==> config.mk <==
export PLATFORM = sky130hd
export DESIGN_NAME = pcfp_pin_control
export DESIGN_NICKNAME = d
export VERILOG_FILES = /design/src/verilog/pcfp_pkg.sv /design/src/verilog/pcfp_prio.sv /design/src/verilog/pcfp_pad.sv /design/src/verilog/pcfp_pin_control.sv
export SDC_FILE = /design/constraint.sdc
export NUM_CORES = 1
export LEC_CHECK = 0
export ABC_CLOCK_PERIOD_IN_PS = 1800
export BUFFER_PORTS_ARGS = -buffer_cell sky130_fd_sc_hd__buf_2
export CAP_MARGIN = 0
export CORE_AREA = 3 3 199 201
export DETAILED_ROUTE_END_ITERATION = 10
export DIE_AREA = 0 0 202 204
export PLACE_DENSITY = 0.53
export SKIP_LAST_GASP = 1
export SYNTH_ARGS = -nofsm -noshare
export SYNTH_HDL_FRONTEND = slang
export SYNTH_SLANG_ARGS = --single-unit
==> constraint.sdc <==
create_clock -name sys_clk -period 1.8 [get_ports sys_clk]
set_input_delay 0.27 -clock sys_clk [delete_from_list [all_inputs] [get_ports sys_clk]]
set_output_delay 0.27 -clock sys_clk [all_outputs]
set_load 0.005 [all_outputs]
==> src/verilog/pcfp_pkg.sv <==
package pcfp_pkg;

  localparam int PIN_COUNT = 14;
  localparam int PORT_A_PINS = 6;
  localparam int PORT_B_PINS = 8;
  localparam int FUNC_LEVELS = 5;
  localparam int ALT_COUNT = 4;
  localparam int ADDR_WIDTH = 6;
  localparam int DATA_WIDTH = 32;

  // Register byte offsets
  localparam logic [ADDR_WIDTH-1:0] OFS_PULL_A = 6'h00;
  localparam logic [ADDR_WIDTH-1:0] OFS_PULL_B = 6'h04;
  localparam logic [ADDR_WIDTH-1:0] OFS_SLEW_A = 6'h08;
  localparam logic [ADDR_WIDTH-1:0] OFS_SLEW_B = 6'h0c;
  localparam logic [ADDR_WIDTH-1:0] OFS_DRIVE_A = 6'h10;
  localparam logic [ADDR_WIDTH-1:0] OFS_DRIVE_B = 6'h14;
  localparam logic [ADDR_WIDTH-1:0] OFS_OPTIONS = 6'h18;
  localparam logic [ADDR_WIDTH-1:0] OFS_STATUS = 6'h1c;
  localparam logic [ADDR_WIDTH-1:0] OFS_OE_STATUS = 6'h20;

  // Field positions
  localparam int OPT_TWI_POS_BIT = 0;
  localparam int OPT_DEBUG_PIN_BIT = 1;
  localparam int OPT_WIDTH = 2;
  localparam int STAT_RUN_MODE_BIT = 0;
  localparam int STAT_MODE_TAKEN_BIT = 1;

  // Reset values
  localparam logic [PIN_COUNT-1:0] PULL_RESET = 14'h0000;
  localparam logic [PIN_COUNT-1:0] SLEW_RESET = 14'h3fff;
  localparam logic [PIN_COUNT-1:0] DRIVE_RESET = 14'h0000;
  localparam logic [OPT_WIDTH-1:0] OPTIONS_RESET = 2'h2;
  localparam logic [15:0] RESET_VECTOR = 16'hfffe;

  // Pin indices: port A at 0..5, port B at 6..13
  localparam int PIN_A2 = 2;
  localparam int PIN_A3 = 3;
  localparam int PIN_A4 = 4;
  localparam int PIN_B6 = 12;
  localparam int PIN_B7 = 13;

  // Function slots, lowest priority first
  localparam int SLOT_PORT = 0;
  localparam int SLOT_ALT2 = 2;
  localparam int SLOT_ALT4 = 4;

  typedef struct packed {
    logic en;
    logic oe;
    logic dout;
  } pcfp_req_type;

  typedef struct packed {
    logic dout;
    logic oe;
    logic pull_en;
    logic pull_down;
    logic slew;
    logic high_drive;
  } pcfp_pad_type;

  // Port A sits in the low bits, port B above it
  function automatic logic [DATA_WIDTH-1:0] pcfp_port_slice(
    input logic [PIN_COUNT-1:0] vec,
    input logic is_b
  );
    logic [DATA_WIDTH-1:0] r;
    r = '0;
    if (is_b) begin
      r[PORT_B_PINS-1:0] = vec[PIN_COUNT-1:PORT_A_PINS];
    end else begin
      r[PORT_A_PINS-1:0] = vec[PORT_A_PINS-1:0];
    end
    return r;
  endfunction

  function automatic logic [PIN_COUNT-1:0] pcfp_port_merge(
    input logic [PIN_COUNT-1:0] vec,
    input logic [DATA_WIDTH-1:0] wdata,
    input logic is_b
  );
    logic [PIN_COUNT-1:0] r;
    r = vec;
    if (is_b) begin
      r[PIN_COUNT-1:PORT_A_PINS] = wdata[PORT_B_PINS-1:0];
    end else begin
      r[PORT_A_PINS-1:0] = wdata[PORT_A_PINS-1:0];
    end
    return r;
  endfunction

endpackage

==> src/verilog/pcfp_prio.sv <==
module pcfp_prio (
  input wire pcfp_pkg::pcfp_req_type [pcfp_pkg::FUNC_LEVELS-1:0] req,
  output logic [2:0] owner,
  output logic oe,
  output logic dout
);
  import pcfp_pkg::*;

  // Scanning upward lets the last enabled slot, the highest one, win
  always_comb begin
    owner = 3'(SLOT_PORT);
    oe = req[SLOT_PORT].oe;
    dout = req[SLOT_PORT].dout;
    for (int i = 1; i < FUNC_LEVELS; i++) begin
      if (req[i].en) begin
        owner = 3'(i);
        oe = req[i].oe;
        dout = req[i].dout;
      end
    end
  end

endmodule // pcfp_prio

==> src/verilog/pcfp_pad.sv <==
module pcfp_pad (
  input wire logic oe,
  input wire logic dout,
  input wire logic pull_bit,
  input wire logic slew_bit,
  input wire logic drive_bit,
  input wire logic analog,
  input wire logic kbi_rise,
  output pcfp_pkg::pcfp_pad_type pad
);
  import pcfp_pkg::*;

  always_comb begin
    pad.dout = dout;
    pad.oe = oe & ~analog;
    // Any driver or analog owner turns the pull device off
    pad.pull_en = pull_bit & ~oe & ~analog;
    pad.pull_down = pull_bit & ~oe & ~analog & kbi_rise;
    // Slew limiting only matters while the pin drives
    pad.slew = slew_bit & oe & ~analog;
    pad.high_drive = drive_bit;
  end

endmodule // pcfp_pad

==> src/verilog/pcfp_pin_control.sv <==
module pcfp_pin_control (
  input wire logic sys_clk,
  input wire logic rst_n,
  // Avalon-MM slave
  input wire logic [pcfp_pkg::ADDR_WIDTH-1:0] avs_address,
  input wire logic avs_read,
  input wire logic avs_write,
  input wire logic [pcfp_pkg::DATA_WIDTH-1:0] avs_writedata,
  output logic [pcfp_pkg::DATA_WIDTH-1:0] avs_readdata,
  output logic avs_waitrequest,
  // Function requests per pin
  input wire pcfp_pkg::pcfp_req_type [pcfp_pkg::PIN_COUNT-1:0] port_req,
  input wire pcfp_pkg::pcfp_req_type [pcfp_pkg::PIN_COUNT-1:0][pcfp_pkg::ALT_COUNT-1:0] alt_req,
  input wire pcfp_pkg::pcfp_req_type twi_sda_req,
  input wire pcfp_pkg::pcfp_req_type twi_scl_req,
  input wire pcfp_pkg::pcfp_req_type debug_req,
  input wire logic [pcfp_pkg::PIN_COUNT-1:0] kbi_rising,
  input wire logic [pcfp_pkg::PIN_COUNT-1:0] adc_en,
  input wire logic [pcfp_pkg::PIN_COUNT-1:0] analog_comparator_en,
  input wire logic debug_mode_select_pin,
  // Pad side
  output logic [pcfp_pkg::PIN_COUNT-1:0] pad_out,
  output logic [pcfp_pkg::PIN_COUNT-1:0] pad_oe,
  output logic [pcfp_pkg::PIN_COUNT-1:0] pad_pull_en,
  output logic [pcfp_pkg::PIN_COUNT-1:0] pad_pull_down,
  output logic [pcfp_pkg::PIN_COUNT-1:0] pad_slew,
  output logic [pcfp_pkg::PIN_COUNT-1:0] pad_high_drive,
  output logic [pcfp_pkg::PIN_COUNT-1:0] adc_connect,
  output logic [pcfp_pkg::PIN_COUNT-1:0] analog_comparator_connect,
  output logic [2:0] pin_owner [pcfp_pkg::PIN_COUNT],
  output logic run_mode,
  output logic [15:0] vector_fetch_addr
);
  import pcfp_pkg::*;

  // Software pad control bits, one per pin, port A low
  logic [PIN_COUNT-1:0] pull_enable_bits;
  logic [PIN_COUNT-1:0] slew_limit_bits;
  logic [PIN_COUNT-1:0] high_drive_select_bits;
  logic [OPT_WIDTH-1:0] system_options_two;
  logic [PIN_COUNT-1:0] next_pull_enable_bits;
  logic [PIN_COUNT-1:0] next_slew_limit_bits;
  logic [PIN_COUNT-1:0] next_high_drive_select_bits;
  logic [OPT_WIDTH-1:0] next_system_options_two;

  // Bus response state
  logic [DATA_WIDTH-1:0] next_avs_readdata;
  logic next_avs_waitrequest;
  logic bus_req;
  logic bus_accept;
  logic write_hit;

  // Mode capture state: the pin is looked at once, then the result is frozen
  typedef enum logic {
    MODE_WAIT = 1'b0,
    MODE_HELD = 1'b1
  } pcfp_mode_state_type;
  pcfp_mode_state_type mode_state;
  pcfp_mode_state_type next_mode_state;
  logic mode_taken;
  logic next_run_mode;
  logic [15:0] next_vector_fetch_addr;

  // Combinational pad view
  pcfp_req_type [PIN_COUNT-1:0][FUNC_LEVELS-1:0] slot_req;
  logic [PIN_COUNT-1:0] mux_oe;
  logic [PIN_COUNT-1:0] mux_dout;
  logic [2:0] mux_owner [PIN_COUNT];
  logic [PIN_COUNT-1:0] analog_own;
  pcfp_pad_type pad_calc [PIN_COUNT];

  // Next values of the registered pad outputs
  logic [PIN_COUNT-1:0] next_pad_out;
  logic [PIN_COUNT-1:0] next_pad_oe;
  logic [PIN_COUNT-1:0] next_pad_pull_en;
  logic [PIN_COUNT-1:0] next_pad_pull_down;
  logic [PIN_COUNT-1:0] next_pad_slew;
  logic [PIN_COUNT-1:0] next_pad_high_drive;
  logic [PIN_COUNT-1:0] next_adc_connect;
  logic [PIN_COUNT-1:0] next_analog_comparator_connect;
  logic [2:0] next_pin_owner [PIN_COUNT];

  logic two_wire_pin_position_select;
  logic debug_pin_enable;

  assign two_wire_pin_position_select = system_options_two[OPT_TWI_POS_BIT];
  assign debug_pin_enable = system_options_two[OPT_DEBUG_PIN_BIT];
  assign mode_taken = (mode_state == MODE_HELD);

  // Bus handshake
  // A request is answered one cycle after it is seen: waitrequest drops for
  // exactly one cycle, which is the edge at which the master completes.
  assign bus_req = avs_read | avs_write;
  assign bus_accept = bus_req & avs_waitrequest;
  assign write_hit = avs_write & ~avs_waitrequest;

  always_comb begin
    next_avs_waitrequest = ~bus_accept;
    next_avs_readdata = '0;
    if (avs_read && avs_waitrequest) begin
      unique case (avs_address)
        OFS_PULL_A: next_avs_readdata = pcfp_port_slice(pull_enable_bits, 1'b0);
        OFS_PULL_B: next_avs_readdata = pcfp_port_slice(pull_enable_bits, 1'b1);
        OFS_SLEW_A: next_avs_readdata = pcfp_port_slice(slew_limit_bits, 1'b0);
        OFS_SLEW_B: next_avs_readdata = pcfp_port_slice(slew_limit_bits, 1'b1);
        OFS_DRIVE_A: next_avs_readdata = pcfp_port_slice(high_drive_select_bits, 1'b0);
        OFS_DRIVE_B: next_avs_readdata = pcfp_port_slice(high_drive_select_bits, 1'b1);
        OFS_OPTIONS: next_avs_readdata[OPT_WIDTH-1:0] = system_options_two;
        OFS_STATUS: begin
          next_avs_readdata[STAT_RUN_MODE_BIT] = run_mode;
          next_avs_readdata[STAT_MODE_TAKEN_BIT] = mode_taken;
        end
        OFS_OE_STATUS: next_avs_readdata[PIN_COUNT-1:0] = pad_oe;
        // Unmapped addresses read as zero
        default: next_avs_readdata = '0;
      endcase
    end else if (!avs_waitrequest) begin
      next_avs_readdata = avs_readdata;
    end
  end

  always_ff @(posedge sys_clk) begin
    if (!rst_n) begin
      avs_waitrequest <= 1'b1;
      avs_readdata <= '0;
    end else begin
      avs_waitrequest <= next_avs_waitrequest;
      avs_readdata <= next_avs_readdata;
    end
  end

  // Pad control registers
  // These bits never look at port data or direction, so each pin is set on
  // its own and a later direction change keeps its pad choice.
  always_comb begin
    next_pull_enable_bits = pull_enable_bits;
    next_slew_limit_bits = slew_limit_bits;
    next_high_drive_select_bits = high_drive_select_bits;
    next_system_options_two = system_options_two;
    if (write_hit) begin
      unique case (avs_address)
        OFS_PULL_A: begin
          next_pull_enable_bits = pcfp_port_merge(pull_enable_bits, avs_writedata, 1'b0);
        end
        OFS_PULL_B: begin
          next_pull_enable_bits = pcfp_port_merge(pull_enable_bits, avs_writedata, 1'b1);
        end
        OFS_SLEW_A: begin
          next_slew_limit_bits = pcfp_port_merge(slew_limit_bits, avs_writedata, 1'b0);
        end
        OFS_SLEW_B: begin
          next_slew_limit_bits = pcfp_port_merge(slew_limit_bits, avs_writedata, 1'b1);
        end
        OFS_DRIVE_A: begin
          next_high_drive_select_bits =
            pcfp_port_merge(high_drive_select_bits, avs_writedata, 1'b0);
        end
        OFS_DRIVE_B: begin
          next_high_drive_select_bits =
            pcfp_port_merge(high_drive_select_bits, avs_writedata, 1'b1);
        end
        OFS_OPTIONS: next_system_options_two = avs_writedata[OPT_WIDTH-1:0];
        // Status words and unmapped addresses ignore writes
        default: next_system_options_two = system_options_two;
      endcase
    end
  end

  always_ff @(posedge sys_clk) begin
    if (!rst_n) begin
      pull_enable_bits <= PULL_RESET;
      slew_limit_bits <= SLEW_RESET;
      high_drive_select_bits <= DRIVE_RESET;
      system_options_two <= OPTIONS_RESET;
    end else begin
      pull_enable_bits <= next_pull_enable_bits;
      slew_limit_bits <= next_slew_limit_bits;
      high_drive_select_bits <= next_high_drive_select_bits;
      system_options_two <= next_system_options_two;
    end
  end

  // Run mode selection at reset exit
  // The mode pin is caught on the first clocked cycle after release, not by
  // the reset itself, so the reset path only ever loads constants.
  always_comb begin
    next_mode_state = mode_state;
    next_run_mode = run_mode;
    next_vector_fetch_addr = vector_fetch_addr;
    unique case (mode_state)
      MODE_WAIT: begin
        next_mode_state = MODE_HELD;
        next_run_mode = debug_mode_select_pin;
        next_vector_fetch_addr = debug_mode_select_pin ? RESET_VECTOR : 16'h0000;
      end
      MODE_HELD: begin
        next_mode_state = MODE_HELD;
      end
    endcase
  end

  always_ff @(posedge sys_clk) begin
    if (!rst_n) begin
      mode_state <= MODE_WAIT;
      run_mode <= 1'b0;
      vector_fetch_addr <= 16'h0000;
    end else begin
      mode_state <= next_mode_state;
      run_mode <= next_run_mode;
      vector_fetch_addr <= next_vector_fetch_addr;
    end
  end

  // Slot assembly
  // The two-wire pair and the debug pin are injected into their slots here,
  // overriding whatever the generic alternative inputs carry there.
  always_comb begin
    for (int p = 0; p < PIN_COUNT; p++) begin
      slot_req[p][SLOT_PORT] = port_req[p];
      slot_req[p][SLOT_PORT].en = 1'b1;
      for (int a = 0; a < ALT_COUNT; a++) begin
        slot_req[p][a+1] = alt_req[p][a];
      end
    end
    slot_req[PIN_A2][SLOT_ALT2] = '0;
    slot_req[PIN_A3][SLOT_ALT2] = '0;
    slot_req[PIN_B6][SLOT_ALT2] = '0;
    slot_req[PIN_B7][SLOT_ALT2] = '0;
    if (two_wire_pin_position_select) begin
      slot_req[PIN_B6][SLOT_ALT2] = twi_sda_req;
      slot_req[PIN_B7][SLOT_ALT2] = twi_scl_req;
    end else begin
      slot_req[PIN_A2][SLOT_ALT2] = twi_sda_req;
      slot_req[PIN_A3][SLOT_ALT2] = twi_scl_req;
    end
    slot_req[PIN_A4][SLOT_ALT4] = debug_req;
    slot_req[PIN_A4][SLOT_ALT4].en = debug_pin_enable;
  end

  // Converter and comparator are not ranked against each other: either one
  // takes the pin analog and both stay connected together.
  assign analog_own = adc_en | analog_comparator_en;

  for (genvar g = 0; g < PIN_COUNT; g++) begin : g_pin
    pcfp_prio u_prio (
      .req(slot_req[g]),
      .owner(mux_owner[g]),
      .oe(mux_oe[g]),
      .dout(mux_dout[g])
    );

    pcfp_pad u_pad (
      .oe(mux_oe[g]),
      .dout(mux_dout[g]),
      .pull_bit(pull_enable_bits[g]),
      .slew_bit(slew_limit_bits[g]),
      .drive_bit(high_drive_select_bits[g]),
      .analog(analog_own[g]),
      .kbi_rise(kbi_rising[g]),
      .pad(pad_calc[g])
    );
  end

  // Pad outputs
  // Registered so pads see no decode glitches; costs one cycle of latency
  // from any request change to the pin.
  always_comb begin
    for (int p = 0; p < PIN_COUNT; p++) begin
      next_pad_out[p] = pad_calc[p].dout;
      next_pad_oe[p] = pad_calc[p].oe;
      next_pad_pull_en[p] = pad_calc[p].pull_en;
      next_pad_pull_down[p] = pad_calc[p].pull_down;
      next_pad_slew[p] = pad_calc[p].slew;
      next_pad_high_drive[p] = pad_calc[p].high_drive;
      next_pin_owner[p] = mux_owner[p];
    end
    // Both analog users stay connected; neither is ranked against the other
    next_adc_connect = adc_en;
    next_analog_comparator_connect = analog_comparator_en;
  end

  always_ff @(posedge sys_clk) begin
    if (!rst_n) begin
      pad_out <= '0;
      pad_oe <= '0;
      pad_pull_en <= '0;
      pad_pull_down <= '0;
      pad_slew <= '0;
      pad_high_drive <= '0;
      adc_connect <= '0;
      analog_comparator_connect <= '0;
      for (int p = 0; p < PIN_COUNT; p++) begin
        pin_owner[p] <= 3'(SLOT_PORT);
      end
    end else begin
      pad_out <= next_pad_out;
      pad_oe <= next_pad_oe;
      pad_pull_en <= next_pad_pull_en;
      pad_pull_down <= next_pad_pull_down;
      pad_slew <= next_pad_slew;
      pad_high_drive <= next_pad_high_drive;
      pin_owner <= next_pin_owner;
      adc_connect <= next_adc_connect;
      analog_comparator_connect <= next_analog_comparator_connect;
    end
  end

endmodule // pcfp_pin_control

==> reports/results.txt, run 1 <==
Number of global-route vias before repair -> 8506
Critical Path Fanout Max -> 10
Slowest stage delay, CP -> 0.55 ns
Critical-path cell list -> nand2_1 -> buf_4 -> a211o_1 -> a21oi_1 -> dlygate4sd3_1
Via/cell ratio -> 4.239
Synth Warn # -> 0
WL final -> 33.28 mm
Die ar. -> 41210 sq um
CTS Buffer Depth -> 3
Clock skew -> 0.01344 ns
Clk sink count -> 215
Worst setup EP type -> flip-flop
Layout cells sized above 1 -> 38.36%
Clk slew on worst S/H paths -> 0.06 ns
Sw Share -> 24.20%
First-pass GRT wire length -> 48.82 mm
Wire per inst -> 17.06 um
Max stage delay cell, worst path -> dlygate4sd3_1
Final setup TNS -> 0 ns
Detailed placer's ending HPWL -> 26.31 mm
# setup viols final -> 0
Core region area -> 37760 sq um
Depth of the CTS H-tree -> 1
Top FF cell, synth -> dfxtp_1
Max FFs per register -> 42
Worst Tran Pin Value -> 0.5282 ns
Gate power share -> 11.6%
Latest clock arrival within the worst-skew pair -> 0.53 ns
# Post-CTS Setup Buffers -> 0
Crit path DAT -> 2.13 ns
Initial core utilization -> 23.02%
Sequential share of power -> 42.8%
First-pass DRT Iterations -> 5
Root buf cell -> clkbuf_16
Critical Setup Path Class -> flip-flop to flip-flop
Status -> completed
Post-synth ARST share -> 0%
CTS Buf Count -> 25
VDD IR max -> 0.5673 mV
DRC viols -> 0
Most frequent cells in the layout -> buf_2 (433), dfxtp_1 (214), dlygate4sd3_1 (86)
Largest net degree at the start of global routing -> 34
Avg Cell Area, Syn -> 9.875 sq um
DRT antenna net count -> 0
P_int -> 8735 uW
Max-cap violations -> 0
GRT Util Overall -> 15.23%
Type of origin of the critical path -> flip-flop
Req. time, crit path -> 2.27 ns
Post-synth cell types -> 53
Post-synth design cell area -> 8690 sq um
Initial antenna violation count -> 2
Crit share post-route -> 92.30%
P&R area growth vs syn -> 52.01%
RSZ-0062 raised after global routing -> false
Reg2Reg Setup Slack -> 0.14 ns
Fin. Hold Viols -> 0
Most common cell after layout, fill and taps aside -> buf_2
Leak Pwr -> 0.006677 uW
Grt ovf -> 0
Top reg by flops -> pin_owner
# rows -> 71
Final worst slack -> 0.1386 ns
P_sw -> 2789 uW
Synthesized flop and latch total -> 215
Die Y -> 204 um
Seq/Total Area, Yosys -> 49.53%
Pwr per Cell Area -> 872.4 nW/um^2
Place WS -> -0.002150 ns
Clock network power share -> 45.7%
EDFF count, synth -> 0
Tmin final -> 1.661 ns
Final Slew Violations -> 0
# nets final -> 1724
CTS tree -> yes
Max Freq -> 601.9 MHz
Worst rel slew slack -> 64.71%
Drt initial violations -> 365
Cell count after synthesis -> 880
Die X -> 202 um
Vias -> 8270
Hold crit path type -> input port to flip-flop
Number of port buffers -> 434
I/O pins -> 508
Routability Congestion -> 0.8538
## power groups by stage
stage / sequential [uW] / clock, uW / combinational (uW)
floorplan: 5050 / 0 / 511
global placement: 5040 / 0 / 1170
detailed placement: 5040 / 0 / 1180
CTS: 4930 / 5490 / 1340
global route: 4940 / 5660 / 1460
finish: 4930 / 5260 / 1330
## worst paths after layout
check	cells past startpoint	endpoint	startpoint
setup / recovery	5	pad_out[13]	system_options_two[0]
hold / removal	3	pin_owner[27]	alt_req[56]
setup reg to reg	5	pad_out[13]	system_options_two[0]
hold reg to reg	2	pad_slew[6]	slew_limit_bits[6]
## layout make-up
class / instances / area [sq um]
Sequential cell: 215 / 4308
Inverter: 25 / 93.84
Clock buffer: 29 / 640.6
Antenna cell: 1 / 2.502
Clock inverter: 17 / 201.4
Tap cell: 511 / 639.4
Timing Repair Buffer: 562 / 3401
Multi-Input combinational cell: 591 / 3923
Fill cell: 3873 / 24550
## layer usage
layer	up-vias	track usage [%]	wire [um]
met5	-	0	0
met1	3815	18.52	13930
met4	0	4.062	674
met2	332	27.28	16380
li1	4087	-	-
met3	36	3.265	2301
## Yosys cell counts, types with 4 or more instances
master	n	area (sq um)
buf_6	5	56.30
inv_1	25	93.84
a221o_1	10	100.1
and3_1	14	87.58
o21ai_0	28	140.1
a31oi_1	7	43.79
a21oi_1	43	215.2
clkbuf_1	18	67.56
nand3_1	29	145.1
mux2i_1	78	780.8
and2_1	56	350.3
buf_4	37	277.8
dfxtp_1	215	4304
nor2b_1	67	419.2
mux2_2	13	146.4
and4_1	16	140.1
and3b_1	13	113.9
nand2_1	72	270.3
buf_2	7	35.03
mux4_2	4	90.09
o211ai_1	4	30.03
nor3b_1	17	127.6
nor2_1	55	206.5
## logic make-up after synthesis
family          share of synthesized area, %
mux                                    11.71
flops                                  49.53
other cells                          0.04316
compound gates                         8.654
simple gates                           23.96
buf+inv                                6.105
## critical path, delay by kind of cell, from the launching register on
kind / cells / cell delay (ns)
buffers and inverters: 2 / 0.70
flip-flops: 1 / 0.42
AO/OA/AOI/OAI: 2 / 0.37
AND/OR/NAND/NOR: 1 / 0.09
## per-stage QoR
step | hold slack [ns] | utilization, % | instance area [sq um] | instances | power (uW)
after detailed placement | 0.4527 | 30.46 | 11500 | 1818 | 6218
after CTS | 0.0002496 | 34.97 | 13200 | 1950 | 11760
after floorplan | 0.2977 | - | 8757 | 898 | 5565
after global routing | 0.02365 | 34.99 | 13210 | 1951 | 12070
final | 0.03197 | 34.99 | 13210 | 1951 | 11520
after global placement | 0.4504 | 30.46 | 11500 | 1818 | 6209
## timing repair
action                                  in CTS  in global routing
hold buffers                                86                  0
endpoints found under the hold margin       82                  0
cloned                                       0                  0
resized for setup                            1                  1
endpoints found under the setup margin       1                  2
Power figures use the tool's default switching activity.
==> inputs of run 2 (changes only) <==
--- a/config.mk
+++ b/config.mk
@@ -8,10 +8,12 @@
 export ABC_CLOCK_PERIOD_IN_PS = 1800
 export BUFFER_PORTS_ARGS = -buffer_cell sky130_fd_sc_hd__buf_2
 export CAP_MARGIN = 0
-export CORE_AREA = 3 3 199 201
+export CELL_PAD_IN_SITES_DETAIL_PLACEMENT = 0
+export CELL_PAD_IN_SITES_GLOBAL_PLACEMENT = 2
+export CORE_MARGIN = 3
+export CORE_UTILIZATION = 24
 export DETAILED_ROUTE_END_ITERATION = 10
-export DIE_AREA = 0 0 202 204
-export PLACE_DENSITY = 0.53
+export PLACE_DENSITY = 0.85
 export SKIP_LAST_GASP = 1
 export SYNTH_ARGS = -nofsm -noshare
 export SYNTH_HDL_FRONTEND = slang
==> run 2 against run 1 <==
  * Maximum frequency shrank 2.5%
  * Largest cell class unchanged
  * Power up 4.2%
  * Largest power group unchanged
  * Critical path type unchanged
  * Register-to-register slack worse by 0.04 ns
==> reports/results.txt, run 2 (synthesized netlist as in run 1, its figures left out) <==
Most common cell after layout, fill and taps aside -> buf_2 (unchanged)
Placed cell area -> 11390 sq um (was 11500 sq um)
Worst rel slew slack -> 50.75% (was 64.71%)
Initial antenna violation count -> 2 (unchanged)
Wire per inst -> 16.78 um (was 17.06 um)
Number of port buffers -> 434 (unchanged)
Post-route cell area -> 13380 sq um (was 13210 sq um)
DRC viols -> 0 (unchanged)
Tmin final -> 1.705 ns (was 1.661 ns)
Initial core utilization -> 24.37% (was 23.02%)
Clk slew on worst S/H paths -> 0.06 ns (about the same)
Worst setup EP type -> flip-flop (unchanged)
# Post-CTS Setup Buffers -> 0 (unchanged)
Latest clock arrival within the worst-skew pair -> 0.54 ns (was 0.53 ns)
Max Freq -> 586.6 MHz (was 601.9 MHz)
CTS tree -> yes (unchanged)
RSZ-0062 raised after global routing -> false (unchanged)
Clock skew -> 0.01015 ns (was 0.01344 ns)
Drt initial violations -> 245 (was 365)
Core region area -> 35660 sq um (was 37760 sq um)
Max FFs per register -> 42 (unchanged)
# rows -> 69 (was 71)
Layout cells sized above 1 -> 37.91% (was 38.36%)
P&R area growth vs syn -> 53.97% (was 52.01%)
Detailed placer's ending HPWL -> 25.22 mm (was 26.31 mm)
First-pass GRT wire length -> 47.58 mm (was 48.82 mm)
Via/cell ratio -> 4.301 (was 4.239)
First-pass DRT Iterations -> 7 (was 5)
Critical Path Fanout Max -> 10 (unchanged)
Number of global-route vias before repair -> 8285 (was 8506)
Pwr per Cell Area -> 897.1 nW/um^2 (was 872.4 nW/um^2)
DRT antenna net count -> 0 (unchanged)
Most frequent cells in the layout -> buf_2 (433), dfxtp_1 (214), dlygate4sd3_1 (104) (was buf_2 (433), dfxtp_1 (214), dlygate4sd3_1 (86))
Final Slew Violations -> 0 (unchanged)
Routability Congestion -> 0.8513 (was 0.8538)
Leak Pwr -> 0.006785 uW (was 0.006677 uW)
CTS Buf Count -> 26 (was 25)
Critical Setup Path Class -> flip-flop to flip-flop (unchanged)
Final setup TNS -> 0 ns (unchanged)
VDD IR max -> 0.6543 mV (was 0.5673 mV)
Max-cap violations -> 0 (unchanged)
Clk sink count -> 215 (unchanged)
Req. time, crit path -> 2.28 ns (was 2.27 ns)
Root buf cell -> clkbuf_16 (unchanged)
CTS Buffer Depth -> 3 (unchanged)
Depth of the CTS H-tree -> 1 (unchanged)
WL final -> 32.18 mm (was 33.28 mm)
Status -> completed (unchanged)
Die X -> 196.3 um (was 202 um)
# setup viols final -> 0 (unchanged)
Filler cells -> 3713 (was 3873)
Grt ovf -> 0 (unchanged)
# nets final -> 1740 (was 1724)
Hold crit path type -> input port to flip-flop (unchanged)
Crit share post-route -> 94.71% (was 92.30%)
Type of origin of the critical path -> flip-flop (unchanged)
GRT Util Overall -> 15.77% (was 15.23%)
Die ar. -> 38530 sq um (was 41210 sq um)
I/O pins -> 508 (unchanged)
Die Y -> 196.3 um (was 204 um)
Crit path DAT -> 2.19 ns (was 2.13 ns)
Largest net degree at the start of global routing -> 47 (was 34)
Minimum hold slack -> 0.02920 ns (was 0.03197 ns)
Fin. Hold Viols -> 0 (unchanged)
Worst Tran Pin Value -> 0.7372 ns (was 0.5282 ns)
Vias -> 8249 (was 8270)
Top reg by flops -> pin_owner (unchanged)
-- run 2: changes by cell type in the layout (fill, tap and decap cells not counted), sizes merged --
cell	change
buf	-3
clkbuf	+5
dlygate4sd3	+18
bufinv	+1
clkinv	-1
inv	-3
-- run 2: timing repair --
| item | 4_1_cts | 5_1_grt |
|---|---|---|
| resized for setup | 1 | 1 |
| hold buffers | 104 | 0 |
| hold endpoints to repair | 95 | 0 |
| cloned | 0 | 0 |
| endpoints found under the setup margin | 1 | 2 |
-- run 2: path summary, 6_finish.rpt --
check	start	endpoint	slack, ns	cells after the start
setup reg to reg	system_options_two[0]	pad_out[2]	0.1	5
hold reg to reg	slew_limit_bits[0]	pad_slew[0]	0.46	2
hold / removal	alt_req[113]	pin_owner[13]	0.03	3
setup / recovery	system_options_two[0]	pad_out[2]	0.1	5
-- run 2: stage by stage --
stage | total power, uW | utilization, % | cells | setup slack [ns]
after floorplan | 5565 | - | 898 | 0.3464
after global placement | 6199 | 31.94 | 1765 | -0.01483
after detailed placement | 6205 | 31.94 | 1765 | -0.04928
after CTS | 12210 | 37.51 | 1917 | 0.05599
after global routing | 12530 | 37.52 | 1918 | 0.003761
final | 12000 | 37.52 | 1918 | 0.09526
-- run 2: routing by layer --
layer	vias to the layer above	global-route usage (%)	part of all wire, %
met4	0	4.647	3.0
met1	3790	19.77	43
met3	52	3.211	6.0
met2	292	27.37	48
met5	-	0	0
li1	4115	-	-
-- run 2: critical path, stage by stage (launching register included) --
cell and delay (ns):
dfxtp_4 0.43, nand2b_1 0.20, nor2_1 0.06, a211o_1 0.28, a21oi_1 0.12, dlygate4sd3_1 0.55
-- run 2: final cells by class --
cell class              instances  area (sq um)  area share, %
multi-input cells             591          3923          29.32
flip-flops and latches        215          4308          32.20
well taps                     461         576.8          4.311
clock buffers                  34         730.7          5.462
diodes                          1         2.502        0.01870
clock inverters                14         211.5          1.580
inverters                      25         93.84         0.7014
repair buffers                577          3533          26.41
-- run 2: where the power goes --
group          leakage, uW  total [uW]  internal, uW  switching, uW
Clock             0.000461        5720          3570           2150
Combinational      0.00457        1350           722            626
Sequential         0.00176        4940          4890           48.6
==> inputs of run 3 (changes only) <==
--- a/config.mk
+++ b/config.mk
@@ -13,7 +13,7 @@
 export CORE_MARGIN = 3
 export CORE_UTILIZATION = 24
 export DETAILED_ROUTE_END_ITERATION = 10
-export PLACE_DENSITY = 0.85
+export PLACE_DENSITY = 0.82
 export SKIP_LAST_GASP = 1
 export SYNTH_ARGS = -nofsm -noshare
 export SYNTH_HDL_FRONTEND = slang
==> run 3 against run 2 <==
  * Worst hold slack got worse by 0.00094 ns
  * Highest routed layer unchanged
  * Sequential power barely moved
  * Count of clock-buffer cells in the layout rose by 5
  * Maximum frequency fell by 0.53%
==> reports/results.txt, run 3 (synthesized netlist as in run 1, its figures left out) <==
Most frequent cells in the layout -> buf_2 (433), dfxtp_1 (214), mux2i_1 (78) (was buf_2 (433), dfxtp_1 (214), dlygate4sd3_1 (104))
Ant diodes -> 0 (was 1)
Max-cap violations -> 0 (unchanged)
Vias -> 8106 (was 8249)
Status -> completed (unchanged)
Place WS -> 0.001893 ns (was -0.04928 ns)
Final setup TNS -> 0 ns (unchanged)
Root buf cell -> clkbuf_16 (unchanged)
Via/cell ratio -> 4.287 (was 4.301)
Routability Congestion -> 0.8468 (was 0.8513)
Number of port buffers -> 434 (unchanged)
First-pass GRT wire length -> 47.10 mm (was 47.58 mm)
Final worst slack -> 0.08617 ns (was 0.09526 ns)
Depth of the CTS H-tree -> 1 (unchanged)
Fin util -> 36.46% (was 37.52%)
# rows -> 69 (unchanged)
Worst setup startpoint -> avs_waitrequest (was system_options_two[0])
# setup viols final -> 0 (unchanged)
Req. time, crit path -> 1.53 ns (was 2.28 ns)
Grt ovf -> 0 (unchanged)
Hold crit path type -> input port to flip-flop (unchanged)
Die X -> 196.3 um (unchanged)
Type of origin of the critical path -> flip-flop (unchanged)
Top reg by flops -> pin_owner (unchanged)
Latest clock arrival within the worst-skew pair -> 0.53 ns (was 0.54 ns)
Layout Cells excl Fill -> 1891 (was 1918)
Max FFs per register -> 42 (unchanged)
Critical Path Fanout Max -> 11 (was 10)
I/O pins -> 508 (unchanged)
Layout cells sized above 1 -> 38.32% (was 37.91%)
# nets final -> 1717 (was 1740)
# Post-CTS Setup Buffers -> 0 (unchanged)
Die ar. -> 38530 sq um (unchanged)
Max Freq -> 583.5 MHz (was 586.6 MHz)
RSZ-0062 raised after global routing -> false (unchanged)
Leak Pwr -> 0.006615 uW (was 0.006785 uW)
Die Y -> 196.3 um (unchanged)
Initial core utilization -> 24.37% (unchanged)
Drt initial violations -> 294 (was 245)
Number of global-route vias before repair -> 8154 (was 8285)
Critical Setup Path Class -> flip-flop to output port (was flip-flop to flip-flop)
Detailed placer's ending HPWL -> 25.74 mm (was 25.22 mm)
Clock skew -> 0.02332 ns (was 0.01015 ns)
P&R area growth vs syn -> 49.59% (was 53.97%)
Minimum hold slack -> 0.02827 ns (was 0.02920 ns)
Largest net degree at the start of global routing -> 83 (was 47)
Worst reg2reg path startpoint -> system_options_two[0] (unchanged)
Clk sink count -> 215 (unchanged)
VDD IR max -> 0.6006 mV (was 0.6543 mV)
CTS tree -> yes (unchanged)
Crit share post-route -> 95.21% (was 94.71%)
Most common cell after layout, fill and taps aside -> buf_2 (unchanged)
Clk slew on worst S/H paths -> 0.06 ns (about the same)
Wire per inst -> 16.93 um (was 16.78 um)
GRT Util Overall -> 15.65% (was 15.77%)
DRC viols -> 0 (unchanged)
CTS Buf Count -> 26 (unchanged)
Tmin final -> 1.714 ns (was 1.705 ns)
CTS Buffer Depth -> 3 (unchanged)
DRT antenna net count -> 0 (unchanged)
Placed insts -> 1769 (was 1765)
Pwr per Cell Area -> 856.7 nW/um^2 (was 897.1 nW/um^2)
Worst setup EP type -> output port (was flip-flop)
Initial antenna violation count -> 0 (was 2)
WL final -> 32.02 mm (was 32.18 mm)
Fin. Hold Viols -> 0 (unchanged)
Filler cells -> 3728 (was 3713)
Hold path start -> alt_req[117] (was alt_req[113])
Final Slew Violations -> 0 (unchanged)
Core region area -> 35660 sq um (unchanged)
First-pass DRT Iterations -> 4 (was 7)
Crit path DAT -> 1.44 ns (was 2.19 ns)
## run 3: cell types whose count changed in the layout (fill, tap and decap cells not counted)
cell | previous run | this run
dfxtp_4 | 1 | 0
buf_4 | 38 | 41
clkinv_2 | 6 | 4
dfxtp_2 | 0 | 1
buf_12 | 2 | 3
dlygate4sd3_1 | 104 | 77
bufinv_16 | 5 | 0
clkinvlp_4 | 2 | 0
clkbuf_1 | 3 | 8
inv_6 | 0 | 1
diode_2 | 1 | 0
## run 3: path summary, 6_finish.rpt
path	end	slack (ns)	cells past startpoint
worst max-delay path	avs_waitrequest	0.09	2
worst max register to register	pad_pull_down[12]	0.25	5
worst min register to register	pad_slew[0]	0.45	2
worst min-delay path	pad_out[9]	0.03	3
## run 3: metal layers
| layer | GRT usage (%) | part of all wire, % |
|---|---|---|
| met4 | 4.067 | 2.5 |
| met1 | 20.12 | 43 |
| met2 | 26.77 | 48 |
| met3 | 3.280 | 6.0 |
| met5 | 0 | 0 |
## run 3: power breakdown
part	leakage [uW]	internal [uW]	switching, uW
clock network	0.000393	2860	2020
logic	0.00447	691	619
registers	0.00176	4890	49.7
total	0.00662	8440	2690
## run 3: through the flow
step / power [uW] / instance area (sq um)
finish: 11140 / 13000
global route: 11670 / 13000
CTS: 11350 / 13000
detailed placement: 6228 / 11430
global placement: 6224 / 11430
floorplan: 5565 / 8757
## run 3: area by class of cell
cell class | instances | area, sq um | share of cell area [%]
sequential | 215 | 4305 | 33.12
multi-input combinational | 591 | 3923 | 30.18
timing repair buffer | 554 | 3306 | 25.43
clock buffer | 39 | 749.5 | 5.766
tap | 461 | 576.8 | 4.437
inverter | 25 | 93.84 | 0.7219
clock inverter | 6 | 45.04 | 0.3465
## run 3: critical path, cell delays in order (launching register included)
cell	delay [ns]
dfxtp_1	0.51
buf_4	0.26
buf_2	0.14
## run 3: what timing repair did
item,4_1_cts,5_1_grt
hold endpoints to repair,74,0
gates resized for setup,1,0
endpoints found under the setup margin,1,0
hold buffers,77,0
